[src/verilog/cfe_pkg.sv]
// Constants for the condition flag evaluator.
// Assumes one core clock; register map reached over AXI4-Lite.
package cfe_pkg;
    // Test codes from the instruction sequencer
    typedef enum logic [4:0] {
        TC_NONNEG = 5'h00, TC_NEG = 5'h01, TC_ZERO = 5'h02, TC_NONZERO = 5'h03,
        TC_POS = 5'h04, TC_NOTPOS = 5'h05, TC_LV_SET = 5'h06, TC_LV_CLR = 5'h07,
        TC_MV_SET = 5'h08, TC_MV_CLR = 5'h09, TC_CA_GE = 5'h0a, TC_CA_LT = 5'h0b,
        TC_CB_GE = 5'h0c, TC_CB_LT = 5'h0d, TC_HEADS = 5'h0e, TC_TAILS = 5'h0f,
        TC_TRUE = 5'h10, TC_FALSE = 5'h11, TC_ALL_T = 5'h12, TC_ALL_F = 5'h13,
        TC_SOME_T = 5'h14, TC_SOME_F = 5'h15, TC_ODDP = 5'h16, TC_EVENP = 5'h17,
        TC_MINUS1 = 5'h18, TC_NOT_MINUS1 = 5'h19, TC_NO_DBG = 5'h1a, TC_NO_TP = 5'h1b,
        TC_LOCK = 5'h1c, TC_BUSY = 5'h1d
    } cfe_test_t;
    // Register byte offsets
    localparam logic [7:0] OFF_COUNT_A = 8'h00;
    localparam logic [7:0] OFF_COUNT_B = 8'h04;
    localparam logic [7:0] OFF_BIO_CTRL = 8'h08;
    localparam logic [7:0] OFF_STATUS = 8'h0c;
    localparam logic [7:0] OFF_SEED = 8'h10;
    // Widths
    localparam int CNT_W = 16;
    localparam int LFSR_W = 10;
    // Reset values
    localparam logic [15:0] COUNT_RST = 16'h0000;
    localparam logic [15:0] BIO_CTRL_RST = 16'h0000;
    localparam logic [9:0] LFSR_RST = 10'h001;
    // Feedback tap below the top stage
    localparam int LFSR_TAP = 6;
    // Status field positions
    localparam int ST_NEG = 0;
    localparam int ST_ZERO = 1;
    localparam int ST_LV = 2;
    localparam int ST_MV = 3;
    localparam int ST_RAND = 4;
    localparam int ST_BIO_ARM = 5;
    localparam int ST_LOCK = 6;
    localparam int ST_BUSY = 7;
    localparam int ST_PARITY = 8;
    localparam int ST_MINUS1 = 9;
    // Bus responses
    localparam logic [1:0] RESP_OKAY = 2'h0;
    localparam logic [1:0] RESP_SLVERR = 2'h2;
endpackage

[src/verilog/cfe_core.sv]
// Condition flag evaluator: answers sequencer tests from core flags.
// Assumes all inputs synchronous to aclk; AXI4-Lite register slave.
//
// Design decisions made here: the AXI4-Lite register port and the address map.
`timescale 1ns/1ps

module cfe_core #(
    parameter int BIO_W = 4,
    parameter int BMU_W = 16
) (
    // Clock and reset
    input wire logic aclk,
    input wire logic aresetn,
    // Sequencer test port
    input wire logic test_valid,
    input wire logic [4:0] test_code,
    output logic cond_true,
    // Arithmetic flag update
    input wire logic dau_update,
    input wire logic dau_negative,
    input wire logic dau_zero,
    input wire logic dau_logical_ovf,
    input wire logic dau_math_ovf,
    // Bit-I/O comparison
    input wire logic [BIO_W-1:0] bit_io_tested,
    input wire logic [BIO_W-1:0] bit_io_matched,
    output logic [15:0] bit_io_ctrl,
    // Bit-manipulation result
    input wire logic bmu_update,
    input wire logic [BMU_W-1:0] bmu_result,
    // Miscellaneous condition sources
    input wire logic debug_prog_irq,
    input wire logic testport_irq,
    input wire logic pll_locked,
    input wire logic coproc_busy,
    // AXI4-Lite write
    input wire logic [7:0] s_axi_awaddr,
    input wire logic s_axi_awvalid,
    output logic s_axi_awready,
    input wire logic [31:0] s_axi_wdata,
    input wire logic [3:0] s_axi_wstrb,
    input wire logic s_axi_wvalid,
    output logic s_axi_wready,
    output logic [1:0] s_axi_bresp,
    output logic s_axi_bvalid,
    input wire logic s_axi_bready,
    // AXI4-Lite read
    input wire logic [7:0] s_axi_araddr,
    input wire logic s_axi_arvalid,
    output logic s_axi_arready,
    output logic [31:0] s_axi_rdata,
    output logic [1:0] s_axi_rresp,
    output logic s_axi_rvalid,
    input wire logic s_axi_rready
);
    localparam int CW = cfe_pkg::CNT_W;
    localparam int LW = cfe_pkg::LFSR_W;

    // Flag and state registers
    logic result_negative_flag_reg;
    logic result_zero_flag_reg;
    logic logical_overflow_flag_reg;
    logic math_overflow_flag_reg;
    logic [CW-1:0] count_a_reg;
    logic [CW-1:0] count_a_next;
    logic [CW-1:0] count_b_reg;
    logic [CW-1:0] count_b_next;
    logic [LW-1:0] lfsr_reg;
    logic [LW-1:0] lfsr_next;
    logic [15:0] bio_ctrl_reg;
    logic bio_armed_reg;
    logic [BMU_W-1:0] bmu_result_reg;

    // Bus registers
    logic aw_hold_reg;
    logic [7:0] awaddr_reg;
    logic w_hold_reg;
    logic [31:0] wdata_reg;
    logic [3:0] wstrb_reg;
    logic bvalid_reg;
    logic [1:0] bresp_reg;
    logic rvalid_reg;
    logic [31:0] rdata_reg;
    logic [1:0] rresp_reg;

    // Write decode
    wire do_write = aw_hold_reg && w_hold_reg && !bvalid_reg;
    wire wr_count_a = do_write && awaddr_reg == cfe_pkg::OFF_COUNT_A;
    wire wr_count_b = do_write && awaddr_reg == cfe_pkg::OFF_COUNT_B;
    wire wr_bio = do_write && awaddr_reg == cfe_pkg::OFF_BIO_CTRL;
    wire wr_seed = do_write && awaddr_reg == cfe_pkg::OFF_SEED;
    wire wr_status = do_write && awaddr_reg == cfe_pkg::OFF_STATUS;
    wire wr_mapped = wr_count_a || wr_count_b || wr_bio || wr_seed || wr_status;
    wire [15:0] wr_low = {wstrb_reg[1] ? wdata_reg[15:8] : 8'h00,
                          wstrb_reg[0] ? wdata_reg[7:0] : 8'h00};
    wire [15:0] wr_mask = {{8{wstrb_reg[1]}}, {8{wstrb_reg[0]}}};

    // Evaluation strobes
    wire [4:0] code = test_code;
    wire fire = test_valid;
    wire fire_a = fire && (code == cfe_pkg::TC_CA_GE || code == cfe_pkg::TC_CA_LT);
    wire fire_b = fire && (code == cfe_pkg::TC_CB_GE || code == cfe_pkg::TC_CB_LT);
    wire fire_rnd = fire && (code == cfe_pkg::TC_HEADS || code == cfe_pkg::TC_TAILS);

    // Derived conditions
    wire rand_bit = lfsr_reg[0];
    wire lfsr_fb = lfsr_reg[LW-1] ^ lfsr_reg[cfe_pkg::LFSR_TAP];
    wire [BIO_W-1:0] bio_hit = bit_io_tested & bit_io_matched;
    wire [BIO_W-1:0] bio_miss = bit_io_tested & ~bit_io_matched;
    wire bmu_parity = ^bmu_result_reg;
    wire bmu_minus_one = &bmu_result_reg;
    wire n_f = result_negative_flag_reg;
    wire z_f = result_zero_flag_reg;

    // Result table indexed by test code
    logic [31:0] cond_vec;
    assign cond_vec[cfe_pkg::TC_NONNEG] = !n_f;
    assign cond_vec[cfe_pkg::TC_NEG] = n_f;
    assign cond_vec[cfe_pkg::TC_ZERO] = z_f;
    assign cond_vec[cfe_pkg::TC_NONZERO] = !z_f;
    assign cond_vec[cfe_pkg::TC_POS] = !n_f && !z_f;
    assign cond_vec[cfe_pkg::TC_NOTPOS] = n_f || z_f;
    assign cond_vec[cfe_pkg::TC_LV_SET] = logical_overflow_flag_reg;
    assign cond_vec[cfe_pkg::TC_LV_CLR] = !logical_overflow_flag_reg;
    assign cond_vec[cfe_pkg::TC_MV_SET] = math_overflow_flag_reg;
    assign cond_vec[cfe_pkg::TC_MV_CLR] = !math_overflow_flag_reg;
    assign cond_vec[cfe_pkg::TC_CA_GE] = !count_a_reg[CW-1];
    assign cond_vec[cfe_pkg::TC_CA_LT] = count_a_reg[CW-1];
    assign cond_vec[cfe_pkg::TC_CB_GE] = !count_b_reg[CW-1];
    assign cond_vec[cfe_pkg::TC_CB_LT] = count_b_reg[CW-1];
    assign cond_vec[cfe_pkg::TC_HEADS] = rand_bit;
    assign cond_vec[cfe_pkg::TC_TAILS] = !rand_bit;
    assign cond_vec[cfe_pkg::TC_TRUE] = 1'b1;
    assign cond_vec[cfe_pkg::TC_FALSE] = 1'b0;
    assign cond_vec[cfe_pkg::TC_ALL_T] = bio_armed_reg && !(|bio_miss);
    assign cond_vec[cfe_pkg::TC_ALL_F] = bio_armed_reg && !(|bio_hit);
    assign cond_vec[cfe_pkg::TC_SOME_T] = bio_armed_reg && (|bio_hit);
    assign cond_vec[cfe_pkg::TC_SOME_F] = bio_armed_reg && (|bio_miss);
    assign cond_vec[cfe_pkg::TC_ODDP] = bmu_parity;
    assign cond_vec[cfe_pkg::TC_EVENP] = !bmu_parity;
    assign cond_vec[cfe_pkg::TC_MINUS1] = bmu_minus_one;
    assign cond_vec[cfe_pkg::TC_NOT_MINUS1] = !bmu_minus_one;
    assign cond_vec[cfe_pkg::TC_NO_DBG] = !debug_prog_irq;
    assign cond_vec[cfe_pkg::TC_NO_TP] = !testport_irq;
    assign cond_vec[cfe_pkg::TC_LOCK] = pll_locked;
    assign cond_vec[cfe_pkg::TC_BUSY] = coproc_busy;
    // Unused codes answer false
    assign cond_vec[31:30] = 2'h0;

    assign cond_true = test_valid && cond_vec[code];

    assign count_a_next = wr_count_a ? ((count_a_reg & ~wr_mask) | wr_low)
                        : fire_a ? count_a_reg + 16'h0001 : count_a_reg;
    assign count_b_next = wr_count_b ? ((count_b_reg & ~wr_mask) | wr_low)
                        : fire_b ? count_b_reg + 16'h0001 : count_b_reg;

    assign lfsr_next = (wr_seed && wdata_reg[LW-1:0] != 10'h000) ? wdata_reg[LW-1:0]
                     : fire_rnd ? {lfsr_reg[LW-2:0], lfsr_fb} : lfsr_reg;

    // Status word
    logic [15:0] status_word;
    assign status_word[cfe_pkg::ST_NEG] = n_f;
    assign status_word[cfe_pkg::ST_ZERO] = z_f;
    assign status_word[cfe_pkg::ST_LV] = logical_overflow_flag_reg;
    assign status_word[cfe_pkg::ST_MV] = math_overflow_flag_reg;
    assign status_word[cfe_pkg::ST_RAND] = rand_bit;
    assign status_word[cfe_pkg::ST_BIO_ARM] = bio_armed_reg;
    assign status_word[cfe_pkg::ST_LOCK] = pll_locked;
    assign status_word[cfe_pkg::ST_BUSY] = coproc_busy;
    assign status_word[cfe_pkg::ST_PARITY] = bmu_parity;
    assign status_word[cfe_pkg::ST_MINUS1] = bmu_minus_one;
    assign status_word[15:10] = 6'h00;

    // Read decode
    wire [7:0] ra = s_axi_araddr;
    wire rd_hit = ra == cfe_pkg::OFF_COUNT_A || ra == cfe_pkg::OFF_COUNT_B
               || ra == cfe_pkg::OFF_BIO_CTRL || ra == cfe_pkg::OFF_STATUS
               || ra == cfe_pkg::OFF_SEED;
    wire [15:0] rd_word = ra == cfe_pkg::OFF_COUNT_A ? count_a_reg
                        : ra == cfe_pkg::OFF_COUNT_B ? count_b_reg
                        : ra == cfe_pkg::OFF_BIO_CTRL ? bio_ctrl_reg
                        : ra == cfe_pkg::OFF_STATUS ? status_word
                        : ra == cfe_pkg::OFF_SEED ? {6'h00, lfsr_reg} : 16'h0000;

    // Bus handshakes
    assign s_axi_awready = !aw_hold_reg && !bvalid_reg;
    assign s_axi_wready = !w_hold_reg && !bvalid_reg;
    assign s_axi_bvalid = bvalid_reg;
    assign s_axi_bresp = bresp_reg;
    assign s_axi_arready = !rvalid_reg;
    assign s_axi_rvalid = rvalid_reg;
    assign s_axi_rdata = rdata_reg;
    assign s_axi_rresp = rresp_reg;
    assign bit_io_ctrl = bio_ctrl_reg;

    // Write address and data capture
    always_ff @(posedge aclk) begin
        if (!aresetn) begin
            aw_hold_reg <= 1'b0;
            awaddr_reg <= 8'h00;
            w_hold_reg <= 1'b0;
            wdata_reg <= 32'h0000_0000;
            wstrb_reg <= 4'h0;
        end else begin
            if (s_axi_awvalid && s_axi_awready) begin
                aw_hold_reg <= 1'b1;
                awaddr_reg <= s_axi_awaddr;
            end else if (do_write) begin
                aw_hold_reg <= 1'b0;
            end
            if (s_axi_wvalid && s_axi_wready) begin
                w_hold_reg <= 1'b1;
                wdata_reg <= s_axi_wdata;
                wstrb_reg <= s_axi_wstrb;
            end else if (do_write) begin
                w_hold_reg <= 1'b0;
            end
        end
    end

    // Write response
    always_ff @(posedge aclk) begin
        if (!aresetn) begin
            bvalid_reg <= 1'b0;
            bresp_reg <= cfe_pkg::RESP_OKAY;
        end else if (do_write) begin
            bvalid_reg <= 1'b1;
            bresp_reg <= wr_mapped ? cfe_pkg::RESP_OKAY : cfe_pkg::RESP_SLVERR;
        end else if (s_axi_bready) begin
            bvalid_reg <= 1'b0;
        end
    end

    // Read response
    always_ff @(posedge aclk) begin
        if (!aresetn) begin
            rvalid_reg <= 1'b0;
            rdata_reg <= 32'h0000_0000;
            rresp_reg <= cfe_pkg::RESP_OKAY;
        end else if (s_axi_arvalid && s_axi_arready) begin
            rvalid_reg <= 1'b1;
            rdata_reg <= {16'h0000, rd_word};
            rresp_reg <= rd_hit ? cfe_pkg::RESP_OKAY : cfe_pkg::RESP_SLVERR;
        end else if (s_axi_rready) begin
            rvalid_reg <= 1'b0;
        end
    end

    always_ff @(posedge aclk) begin
        if (!aresetn) begin
            result_negative_flag_reg <= 1'b0;
            result_zero_flag_reg <= 1'b0;
            logical_overflow_flag_reg <= 1'b0;
            math_overflow_flag_reg <= 1'b0;
        end else if (dau_update) begin
            result_negative_flag_reg <= dau_negative;
            result_zero_flag_reg <= dau_zero;
            logical_overflow_flag_reg <= dau_logical_ovf;
            math_overflow_flag_reg <= dau_math_ovf;
        end
    end

    // Counters and generator step once per test that reads them
    always_ff @(posedge aclk) begin
        if (!aresetn) begin
            count_a_reg <= cfe_pkg::COUNT_RST;
            count_b_reg <= cfe_pkg::COUNT_RST;
            lfsr_reg <= cfe_pkg::LFSR_RST;
        end else begin
            count_a_reg <= count_a_next;
            count_b_reg <= count_b_next;
            lfsr_reg <= lfsr_next;
        end
    end

    always_ff @(posedge aclk) begin
        if (!aresetn) begin
            bio_ctrl_reg <= cfe_pkg::BIO_CTRL_RST;
            bio_armed_reg <= 1'b0;
        end else if (wr_bio) begin
            bio_ctrl_reg <= (bio_ctrl_reg & ~wr_mask) | wr_low;
            bio_armed_reg <= 1'b1;
        end
    end

    always_ff @(posedge aclk) begin
        if (!aresetn) begin
            bmu_result_reg <= '0;
        end else if (bmu_update) begin
            bmu_result_reg <= bmu_result;
        end
    end
endmodule // cfe_core

[config.mk]
export PLATFORM = sky130hd
export DESIGN_NAME = cfe_core
export DESIGN_NICKNAME = d
export VERILOG_FILES = /design/src/verilog/cfe_pkg.sv /design/src/verilog/cfe_core.sv
export SDC_FILE = /design/constraint.sdc
export NUM_CORES = 1
export LEC_CHECK = 0
export BUFFER_PORTS_ARGS = -buffer_cell sky130_fd_sc_hd__buf_2
export CORE_MARGIN = 2
export CORE_UTILIZATION = 40
export DETAILED_ROUTE_END_ITERATION = 16
export PLACE_DENSITY_LB_ADDON = 0.05
export SYNTH_ARGS = -nofsm -noshare
export SYNTH_HDL_FRONTEND = slang
export SYNTH_SLANG_ARGS = --single-unit
[constraint.sdc]
create_clock -name aclk -period 2.9 [get_ports aclk]
set_input_delay 0.145 -clock aclk [delete_from_list [all_inputs] [get_ports aclk]]
set_output_delay 0.145 -clock aclk [all_outputs]
set_load 0.05 [all_outputs]
* Word level (Yosys, flattened, before mapping)
Cells that the tools add are included.
Word-level totals: output and inout bits 58, register bits after elaboration 129, bits of input ports 99, logic and storage cells 137
Cells by class: equality and inequality tests 14, $add $sub $neg 2, multiplexer cells 24, bitwise gates (word level) 11, magnitude comparators 1, reductions and logical operators 65
Operators by type and width (number):
- 16-bit 2-to-1 mux | 7
- 16-bit bitwise AND | 3
- 16-bit OR | 3
- 10-bit 2-to-1 mux | 4
- 16-bit by 1-bit adder with 16-bit output, second input constant | 2
- 8-bit by 4-bit == test with 1-bit output, second input constant | 4
- 5-bit by 4-bit == test with 1-bit output, second input constant | 6
- 1-bit logical AND | 22
- 1-bit logical NOT | 17
- 8-bit by 3-bit == test with 1-bit output, second input constant | 2
- 8-bit by 5-bit == test with 1-bit output, second input constant | 2
- 8-bit logical NOT | 2
- 8-bit 2-to-1 mux | 2
- 16-bit inverter | 1
- 16-bit AND reduction | 1
- 16-bit parity | 1
- 2-bit nonzero test | 7
- 1-bit logical OR | 12
- 10-bit nonzero test | 1
- 4-bit bitwise AND | 2
- 1-bit 2-to-1 mux | 8
- 4-bit OR reduction | 2
- 5-bit by 6-bit less-than comparator with 1-bit output, second input constant | 1
- 1-bit binary-select mux with 5-bit select | 1
- other kinds (3) | 4

* Depth between registers and ports, before layout
Gate-level depths: netlist (run 1).
depth after elaboration 8, gate-level depth with buffers 8, depth with buffers taken out 6

* Least setup slack after synthesis (run 1)
Ideal clock, no wire load.
path kind flip-flop to flip-flop, from reg bvalid_reg (netlist: s_axi_bvalid), to reg (tool-made name), path slack 520 ps, required time 2784 ps, period minus slack after synthesis 2380 ps, path buffers 2, cell stages (with the launch flop) 8, arrival 2264 ps, library setup time 116 ps, cells stage by stage dfxtp_1 -> or4b_1 -> buf_4 -> or4_4 -> buf_6 -> a22oi_1 -> a211oi_1 -> a41o_1
RTL lines:
- start, declared | line cfe_core.sv:80 | logic bvalid_reg;
- start signal, assigned | line cfe_core.sv:224 | bvalid_reg <= 1'b0;
- start signal, assigned | line cfe_core.sv:227 | bvalid_reg <= 1'b1;
- start signal, assigned | line cfe_core.sv:230 | bvalid_reg <= 1'b0;

* Worst setup path after layout (run 1)
from reg bmu_result_reg[12], to out cond_true
On the way: word-level cells in the longest chain between the ends 5, elaborated cells on any way between the ends 7, those cells by class mux: 2; reduce/logical: 5
RTL lines:
- start, declared | line cfe_core.sv:72 | logic [BMU_W-1:0] bmu_result_reg;
- start signal, assigned | line cfe_core.sv:290 | bmu_result_reg <= bmu_result;
- 16-bit parity / 16-bit AND reduction (equally long branches) | line cfe_core.sv:110, cfe_core.sv:111
- 1-bit logical NOT (on tied branches) | line cfe_core.sv:140, cfe_core.sv:142
- 1-bit binary-select mux with 5-bit select (*) | line cfe_core.sv:150 | assign cond_true = test_valid && cond_vec[code];
- 1-bit 2-to-1 mux (not written as such) (*) | line cfe_core.sv:150
- 1-bit logical AND (*) | line cfe_core.sv:150
- end, declared | line cfe_core.sv:17 | output logic cond_true,
Mark *: on every way between the ends. The rest lies on a longest branch, timed or not. The select of a mux whose other input is x is not followed.

==> metrics.csv, run 1 <==
stage,metric,value,unit
status,status,"finished, final reports clean",
min_path,whs_path_depth,3,
synthesis,synthXorXnorAreaFrac,1.647,%
placed_design,dp_hpwl,15110,µm
clock_network,post_cts_resized,0,
critical_path,worstPathRequired,2.76,ns
floorplanning,num_rows,47,
global_route,grt_first_pass_wirelength,32320,µm
timing,fmax,378.4,MHz
placed_design,numPortBuffers,120,
drt,drc,0,
clock_network,cts_made_buffers,17,
critical_path,r2r_setup_slack,0.44,ns
synthesis,yosys.area_share.simple,24.03,%
drt,vias,6456,
floorplanning,fp.dieW,133.3,µm
synthesis,ys.warnings.count,0,
global_route,grt_overflow,0,
global_route,antenna_found_initial,0,
floorplanning,start_util,40.61,%
drt,via_per_inst,5.494,
finish,fillCellCount,1600,
drt,wl_per_cell,17.52,µm
min_path,min_path_type,input pin to flop,
critical_path,reg2reg_depth,5,
critical_path,worst_path_max_delay_cell,xnor3_1,
drt,drt-pass1-iter-count,5,
global_route,grt_pass1_vias,6108,
pwr,seqPwrFrac,41.6,%
finish,final_cell_mix,"127 x dfxtp_1, 120 x buf_2, 105 x nand2_1",
synthesis,syn_area,6686,µm²
floorplanning,coreArea,16470,µm²
finish,final_net_count,1052,
placed_design,place_congestion,0.9111,
clock_network,cts_sinks,127,
clock_network,htree_levels,4,
pwr,p_per_area,529.9,nW/µm²
pwr,peakVddDrop,0.4268,mV
critical_path,cp-start-kind,flop,
timing,worst_pin_slew,0.8025,ns
timing,fin_crit_sh,91.13,%
drt,postRouteAntennaNets,0,
synthesis,synth-seq-cells,127,
synthesis,avgSynthCellArea,8.485,µm²
synthesis,ys_seq_area_share,38.02,%
synthesis,synth_edf_count,0,
floorplanning,dieArea,17770,µm²
critical_path,crit_chain,ha_1 > xnor2_1 > xnor2_1 > xnor3_1 > nand4b_1 > o211ai_1 > buf_2,
finish,drive_gt1_share,19.69,%
run,drv_cap,0,
timing,hold_ws,0.003860,ns
synthesis,async_flop_share,0,%
synthesis,synth_top_family_by_area,simple AND/OR/NAND/NOR gates,
clock_network,cts_tree,done,
clock_network,insertion_delay,0.42,ns
critical_path,cp-end-kind,primary output,
min_path,worstHoldEndpoint,bmu_result_reg[7],
clock_network,clk_pin_slew,0.05,ns
timing,tns,0,ns
timing,setup_viol,0,
critical_path,critical_path_class,flop to primary output,
timing,timing.slew.headroom,46.42,%
clock_network,cts_root_buf,clkbuf_16,
pwr,p_leak,3.521,nW
floorplanning,die_h,133.3,µm
synthesis,synth_compound_area_share,16.62,%
global_route,grt_max_degree,42,
synthesis,synth-adder-area-share,1.871,%
critical_path,critical_path.most_common_cell,xnor2_1,
critical_path,crit_arrival,2.50,ns
synthesis,yosys-mux-area-fraction,11.43,%
pwr,p_int,0.003293,W
timing,rsz0062_at_grt,false,
min_path,min_from,bmu_result[7],
critical_path,max_stage_delay,0.38,ns
drt,wl,20590,µm
synthesis,dominantRegCellSynth,dfxtp_1,
pwr,clkPwrFrac,45.3,%
timing,skew,0.004399,ns
global_route,grtUsageTotal,23.21,%
finish,diodes,0,
timing,hold_violations,0,
pwr,power_frac_comb,13.0,%
floorplanning,ios,157,
pwr,sw_frac_of_total,26.51,%
finish,layout_commonest_cell,dfxtp_1,
synthesis,synth.distinct_cells,72,
clock_network,post_cts_buffers,0,
drt,drt_iter0_drc,399,
clock_network,ctsHoldBuffers,48,
synthesis,synthCells,788,
timing,slew_viol_final,0,
clock_network,clockBufferDepth,2,
critical_path,cp_max_fo,2,
finish,syn2layout_area_growth,26.48,%
critical_path,r2r-start,s_axi_bvalid,
timing,min_period,2.643,ns
pwr,switchingPower,0.001188,W
## metrics by stage
stage | cells | total power [W] | instance area [µm²] | setup slack, ns | utilization [%]
2_1_floorplan | 805 | 0.002274 | 6750 | 0.5196 | -
3_3_place_gp | 1096 | 0.002427 | 7423 | 0.4922 | 45.08
3_5_place_dp | 1096 | 0.002436 | 7423 | 0.4565 | 45.08
4_1_cts | 1175 | 0.004525 | 8457 | 0.2092 | 51.36
5_1_grt | 1175 | 0.004655 | 8457 | 0.1075 | 51.36
6_report | 1175 | 0.004481 | 8457 | 0.2572 | 51.36
## routing by layer
| metal | GRT usage [%] | wire (µm) |
|---|---|---|
| met2 | 37.83 | 9600 |
| met1 | 30.93 | 9274 |
| met5 | 0 | 0 |
| met4 | 9.043 | 499 |
| met3 | 3.767 | 1211 |
## Yosys cell counts (4+ instances only)
master	instances	area share [%]
a22oi_1	12	1.3
mux2i_1	55	8.2
nand3_1	26	1.9
mux4_2	9	3.0
ha_1	10	1.9
nand2b_1	8	0.75
a31oi_1	10	0.94
buf_1	5	0.28
a211oi_1	17	1.9
nand2_1	105	5.9
or2_2	6	0.56
clkbuf_1	34	1.9
or4_1	4	0.45
and2_1	16	1.5
o221ai_1	4	0.52
and3_1	6	0.56
nor4_1	9	0.84
buf_4	19	2.1
a21oi_1	50	3.7
o21ai_0	25	1.9
inv_1	21	1.2
or3_1	6	0.56
nor2b_1	8	0.75
o211ai_1	6	0.67
dfxtp_1	127	38
nand4_1	13	1.2
xnor2_1	8	1.0
nor2_1	67	3.8
nor3_1	23	1.7
buf_2	5	0.37
## power by group through the flow
stage	clock network [W]	registers [W]	logic (W)
6_report	0.00203	0.00187	0.000584
5_1_grt	0.00215	0.00187	0.000637
4_1_cts	0.00207	0.00186	0.000586
3_5_place_dp	0	0.00190	0.000534
3_3_place_gp	0	0.00190	0.000528
2_1_floorplan	0	0.00188	0.000396
## worst max path at each step
stage	start	endpoint	slack [ns]	cells after the start
3_3_place_gp	s_axi_bvalid	flop	0.49	5
2_1_floorplan	s_axi_bvalid	flop	0.52	7
6_report	bmu_result_reg[12]	cond_true	0.26	7
5_1_grt	bmu_result_reg[12]	cond_true	0.11	7
3_5_place_dp	s_axi_bvalid	flop	0.46	5
4_1_cts	bmu_result_reg[12]	cond_true	0.21	7
## critical path, delay by kind of cell, from the launching register on
family	cells	cell delay (ns)
buffers and inverters	1	0.30
AO/OA/AOI/OAI	1	0.12
AND/OR/NAND/NOR	1	0.18
XOR/XNOR	3	0.86
flip-flops	1	0.31
adder cells (fa/ha/maj)	1	0.30
## final cells by class
cell class	count	area, µm²	share of cell area [%]
sequential	127	2542	30.06
multi-input combinational	591	3790	44.81
tap	220	275.3	3.255
timing repair buffer	184	1214	14.35
clock inverter	6	57.56	0.6806
inverter	22	82.58	0.9765
clock buffer	25	495.5	5.859
## cells by family after synthesis
kind of cell	Yosys count
flops	127
mux	65
buf+inv	87
compound gates	167
fa+ha+maj	10
xor+xnor	11
simple gates	320
other cells	1
(Power assumes the default switching activity.)
==> inputs of run 2 (changes only) <==
- HOLD_SLACK_MARGIN: default -> 0.05
- REMOVE_ABC_BUFFERS: default -> 1
==> metrics.csv, run 2 (synthesis gave the netlist of run 1 again) <==
stage,metric,value,unit
timing,setup_viol,0,
critical_path,cp.depth,7,
drt,vias,6398,
clock_network,htree_levels,4,
clock_network,post_cts_buffers,0,
min_path,min_path_type,input pin to flop,
global_route,grtUsageTotal,23.30,%
placed_design,place_congestion,0.9431,
critical_path,r2r_setup_slack,0.43,ns
critical_path,critical_path_class,flop to primary output,
finish,multi_input_area,3790,µm²
timing,min_period,2.630,ns
floorplanning,start_util,40.61,%
critical_path,cp-end-kind,primary output,
min_path,worstHoldEndpoint,logical_overflow_flag_reg,
global_route,grt_overflow,0,
clock_network,cts_made_buffers,17,
placed_design,dp_hpwl,14840,µm
finish,diodes,0,
timing,worst_pin_slew,0.8889,ns
critical_path,worst_path_max_delay_cell,xnor3_1,
drt,drt_iter0_drc,337,
timing,rsz0062_at_grt,false,
critical_path,cp_max_fo,2,
drt,drt-pass1-iter-count,5,
drt,wl_per_cell,17.43,µm
run,drv_cap,0,
timing,tns,0,ns
timing,fin_crit_sh,90.70,%
global_route,antenna_found_initial,0,
critical_path,path_buf_inv,1,
critical_path,worstPathRequired,2.76,ns
global_route,grt_pass1_vias,6199,
clock_network,cts_sinks,127,
floorplanning,ios,157,
global_route,grt_max_degree,47,
min_path,min_from,dau_update,
critical_path,r2r-start,s_axi_bvalid,
floorplanning,num_rows,47,
floorplanning,dieArea,17770,µm²
timing,fmax,380.2,MHz
placed_design,numPortBuffers,120,
clock_network,clockBufferDepth,2,
critical_path,critPathTopFamily,XOR/XNOR gates,
floorplanning,die_h,133.3,µm
pwr,total_power,0.004585,W
clock_network,cts_root_buf,clkbuf_16,
drt,via_per_inst,5.440,
clock_network,post_cts_resized,0,
pwr,peakVddDrop,0.3796,mV
drt,drc,0,
critical_path,reg2reg_depth,5,
timing,hold_violations,0,
pwr,p_per_area,540.0,nW/µm²
min_path,whs_path_depth,3,
timing,timing.slew.headroom,40.66,%
finish,final_cell_mix,"127 x dfxtp_1, 120 x buf_2, 105 x nand2_1",
critical_path,cp-start-kind,flop,
finish,register_area,2542,µm²
floorplanning,fp.dieW,133.3,µm
critical_path,critical_path.most_common_cell,xnor2_1,
drt,wl,20500,µm
clock_network,clk_pin_slew,0.06,ns
finish,syn2layout_area_growth,26.98,%
finish,fillCellCount,1591,
floorplanning,coreArea,16470,µm²
pwr,p_leak,3.533,nW
critical_path,crit_chain,ha_1 > xnor2_1 > xnor2_1 > xnor3_1 > nand4b_1 > o211ai_1 > buf_2,
finish,drive_gt1_share,19.56,%
critical_path,max_stage_delay,0.38,ns
finish,final_net_count,1053,
global_route,grt_first_pass_wirelength,32460,µm
critical_path,crit_arrival,2.49,ns
timing,slew_viol_final,0,
drt,postRouteAntennaNets,0,
timing,skew,0.01292,ns
status,status,"finished, final reports clean",
clock_network,cts_tree,done,
clock_network,insertion_delay,0.42,ns
finish,layout_commonest_cell,dfxtp_1,
[run 2: metal layers]
layer / wire length, µm / global-route usage (%) / share of wire, %
met3: 1413 / 5.251 / 6.9
met5: 0 / 0 / 0
met4: 401 / 8.392 / 2.0
met2: 9496 / 37.29 / 46
met1: 9190 / 30.98 / 45
[run 2: worst max-delay path by stage]
| stage | from | to |
|---|---|---|
| 2_1_floorplan | s_axi_bvalid | flop |
| 3_3_place_gp | s_axi_bvalid | flop |
| 3_5_place_dp | s_axi_bvalid | flop |
| 4_1_cts | bmu_result_reg[12] | cond_true |
| 5_1_grt | bmu_result_reg[12] | cond_true |
| 6_report | bmu_result_reg[12] | cond_true |
[run 2: worst register-to-register path, stage by stage (launching register included)]
cell	delay, ns
dfxtp_1	0.38
or4b_1	0.71
nor4_2	0.55
nand2_1	0.35
o21ai_0	0.27
a211oi_1	0.08
[run 2: stage by stage]
stage	hold WS (ns)	setup WS (ns)	cells	cell area (µm²)	util, %
2_1_floorplan	0.2339	0.1506	740	6410	-
3_3_place_gp	0.3324	0.5284	1095	7403	44.96
3_5_place_dp	0.3423	0.4696	1095	7403	44.96
4_1_cts	0.05433	0.2186	1176	8491	51.57
5_1_grt	0.1060	0.1172	1176	8491	51.57
6_report	0.07478	0.2697	1176	8491	51.57
[run 2: cell type report]
class | instances | share of cell area, %
clock buffer | 26 | 5.998
clock inverter | 5 | 0.9136
inverter | 22 | 0.9726
multi-input combinational | 591 | 44.64
sequential | 127 | 29.94
tap | 220 | 3.242
timing repair buffer | 185 | 14.29
[run 2: power by group]
part | switching, W | internal (W) | total, W
registers | 0.0000698 | 0.00180 | 0.00187
clock network | 0.000761 | 0.00137 | 0.00213
logic | 0.000347 | 0.000237 | 0.000584
[run 2: repair_timing]
action / in CTS / in global routing
endpoints found under the setup margin: 0 / 0
hold buffers: 50 / 0
endpoints found under the hold margin: 49 / 0
==> inputs of run 3 (changes only) <==
- ABC_AREA: default -> 1
==> metrics.csv, run 3 <==
stage,metric,value,unit
status,status,"finished, final reports clean",
synthesis,synth_area_leader_cell,dfxtp_1,
clock_network,htree_levels,4,
placed_design,pre_cts_ws,0.8609,ns
placed_design,dp_hpwl,14570,µm
finish,fillCellCount,1805,
min_path,worstHoldEndpoint,result_zero_flag_reg,
floorplanning,num_rows,48,
synthesis,dominantRegCellSynth,dfxtp_1,
placed_design,place_congestion,0.8931,
floorplanning,coreArea,17060,µm²
drt,wl,20050,µm
clock_network,clk_pin_slew,0.06,ns
timing,post-route-worst-setup-slack,0.4929,ns
global_route,grt_overflow,0,
critical_path,critical_path_class,flop to primary output,
synthesis,synth_area_leaders,"dfxtp_1 37%, nand2_1 13%, o21ai_0 9.1%",
synthesis,synth_compound_area_share,21.81,%
synthesis,syn_area,6902,µm²
pwr,p_leak,3.742,nW
floorplanning,start_util,40.46,%
synthesis,yosys.area_share.simple,26.85,%
floorplanning,die_h,135.4,µm
synthesis,synth-adder-area-share,1.813,%
pwr,peakVddDrop,0.4258,mV
finish,final_net_count,1297,
synthesis,ys_seq_area_share,36.84,%
synthesis,synth.distinct_cells,44,
timing,min_period,2.407,ns
synthesis,async_flop_share,0,%
global_route,grtUsageTotal,22.55,%
clock_network,cts_sinks,127,
timing,slew_viol_final,0,
finish,final_cell_mix,"241 x nand2_1, 127 x dfxtp_1, 126 x o21ai_0",
global_route,grt_pass1_vias,6487,
synthesis,yosysMostFrequentCell,nand2_1,
synthesis,synthTopCellsByCount,"241 x nand2_1, 127 x dfxtp_1, 126 x o21ai_0",
finish,syn2layout_area_growth,26.34,%
critical_path,cp_max_fo,3,
timing,hold_violations,0,
clock_network,cts_made_buffers,17,
synthesis,synthCells,1030,
critical_path,cp-start-kind,flop,
pwr,p_per_area,540.5,nW/µm²
floorplanning,ios,157,
min_path,min_path_type,input pin to flop,
floorplanning,fp.dieW,135.4,µm
synthesis,synthXorXnorAreaFrac,2.030,%
timing,setup_viol,0,
drt,drt_iter0_drc,405,
critical_path,cp-end-kind,primary output,
clock_network,cts_root_buf,clkbuf_16,
drt,vias,6968,
drt,via_per_inst,4.886,
placed_design,dp_cells,1343,
finish,instances_no_fill,1426,
clock_network,post_cts_buffers,0,
global_route,grt_first_pass_wirelength,32600,µm
global_route,antenna_found_initial,0,
critical_path,reg2reg_depth,5,
finish,diodes,0,
clock_network,clockBufferDepth,2,
drt,wl_per_cell,14.06,µm
synthesis,synth_edf_count,0,
synthesis,ys.warnings.count,0,
drt,drt-pass1-iter-count,7,
drt,postRouteAntennaNets,0,
timing,fmax,415.4,MHz
synthesis,netlist.area_leader.share,36.84,%
min_path,whs_path_depth,3,
run,drv_cap,0,
drt,drc,0,
finish,drive_gt1_share,15.99,%
synthesis,yosys-mux-area-fraction,0,%
timing,worst_pin_slew,0.6339,ns
timing,skew,0.01168,ns
critical_path,r2r_setup_slack,0.92,ns
clock_network,ctsHoldBuffers,51,
critical_path,r2r-start,awaddr_reg[0],
timing,hold_ws,0.06710,ns
min_path,min_from,dau_update,
synthesis,synth-seq-cells,127,
clock_network,post_cts_resized,0,
finish,layout_commonest_cell,nand2_1,
clock_network,insertion_delay,0.43,ns
placed_design,numPortBuffers,120,
timing,timing.slew.headroom,57.62,%
critical_path,worstPathRequired,2.76,ns
timing,tns,0,ns
timing,fin_crit_sh,83.00,%
floorplanning,dieArea,18320,µm²
critical_path,crit_arrival,2.26,ns
synthesis,synth_top_family_by_area,simple AND/OR/NAND/NOR gates,
clock_network,cts_tree,done,
global_route,grt_max_degree,61,
timing,rsz0062_at_grt,false,
synthesis,avgSynthCellArea,6.701,µm²
run 3: cell count changes in the layout (fill, tap and decap cells not counted), sizes merged, moves of 9 or more:
| cell | change |
|---|---|
| mux4 | -9 |
| nand2 | +140 |
| nand3 | +22 |
| a22oi | -12 |
| o21ai | +108 |
| a211oi | -15 |
| o211ai | +13 |
| xor2 | +12 |
| and2 | -16 |
| a21oi | +55 |
| mux2i | -55 |
| inv | +87 |
| nor2 | +39 |
run 3: worst max-delay path by stage:
stage / slack [ns] / end / from
after floorplan: 0.57 / wstrb_reg[0] / s_axi_bvalid
after global placement: 0.94 / cond_true / bmu_result_reg[6]
after detailed placement: 0.86 / s_axi_rdata[5] / s_axi_araddr[0]
after CTS: 0.47 / cond_true / bmu_result_reg[0]
after global routing: 0.28 / cond_true / bmu_result_reg[8]
final: 0.49 / cond_true / bmu_result_reg[0]
run 3: kinds of logic after synthesis:
family          Yosys count
xor+xnor                 16
flops                   127
fa+ha+maj                10
simple gates            434
compound gates          273
other cells               1
buf+inv                 169
run 3: cell type report:
type / count / area (µm²) / share of cell area, %
timing repair buffer: 178 / 1164 / 13.34
sequential: 127 / 2542 / 29.16
tap: 225 / 281.5 / 3.229
clock buffer: 19 / 452.9 / 5.194
inverter: 113 / 426.7 / 4.893
clock inverter: 13 / 161.4 / 1.851
multi-input combinational: 751 / 3691 / 42.33
run 3: per-layer routing:
| metal | vias up | part of all wire (%) | routed length, µm | track usage, % |
|---|---|---|---|---|
| met5 | - | 0 | 0 | 0 |
| met4 | 0 | 1.9 | 383 | 7.523 |
| met1 | 3126 | 47 | 9483 | 29.89 |
| li1 | 3679 | - | - | - |
| met3 | 22 | 3.8 | 753 | 3.591 |
| met2 | 141 | 47 | 9429 | 37.51 |
run 3: power by group:
group	internal (W)	total (W)	switching, W
Combinational	0.000217	0.000596	0.000379
Sequential	0.00181	0.00188	0.0000631
Clock	0.00140	0.00224	0.000844
Total	0.00343	0.00471	0.00129
run 3: through the flow:
| stage | util, % | power (W) | area [µm²] |
|---|---|---|---|
| after floorplan | - | 0.002268 | 6660 |
| after global placement | 44.53 | 0.002452 | 7595 |
| after detailed placement | 44.53 | 0.002460 | 7595 |
| after CTS | 51.12 | 0.004748 | 8720 |
| after global routing | 51.12 | 0.004903 | 8720 |
| final | 51.12 | 0.004713 | 8720 |
run 3: critical path, stage by stage (launching register included):
cell and delay [ns]:
dfxtp_1 0.31, ha_1 0.34, xnor2_1 0.22, nand2_1 0.07, nand2_1 0.06, nand2_1 0.07, nand2_1 0.10, nand2_1 0.05
nand3_1 0.07, nand2_1 0.05, nand2_1 0.05, nand2_1 0.04, a21oi_1 0.11, buf_2 0.28
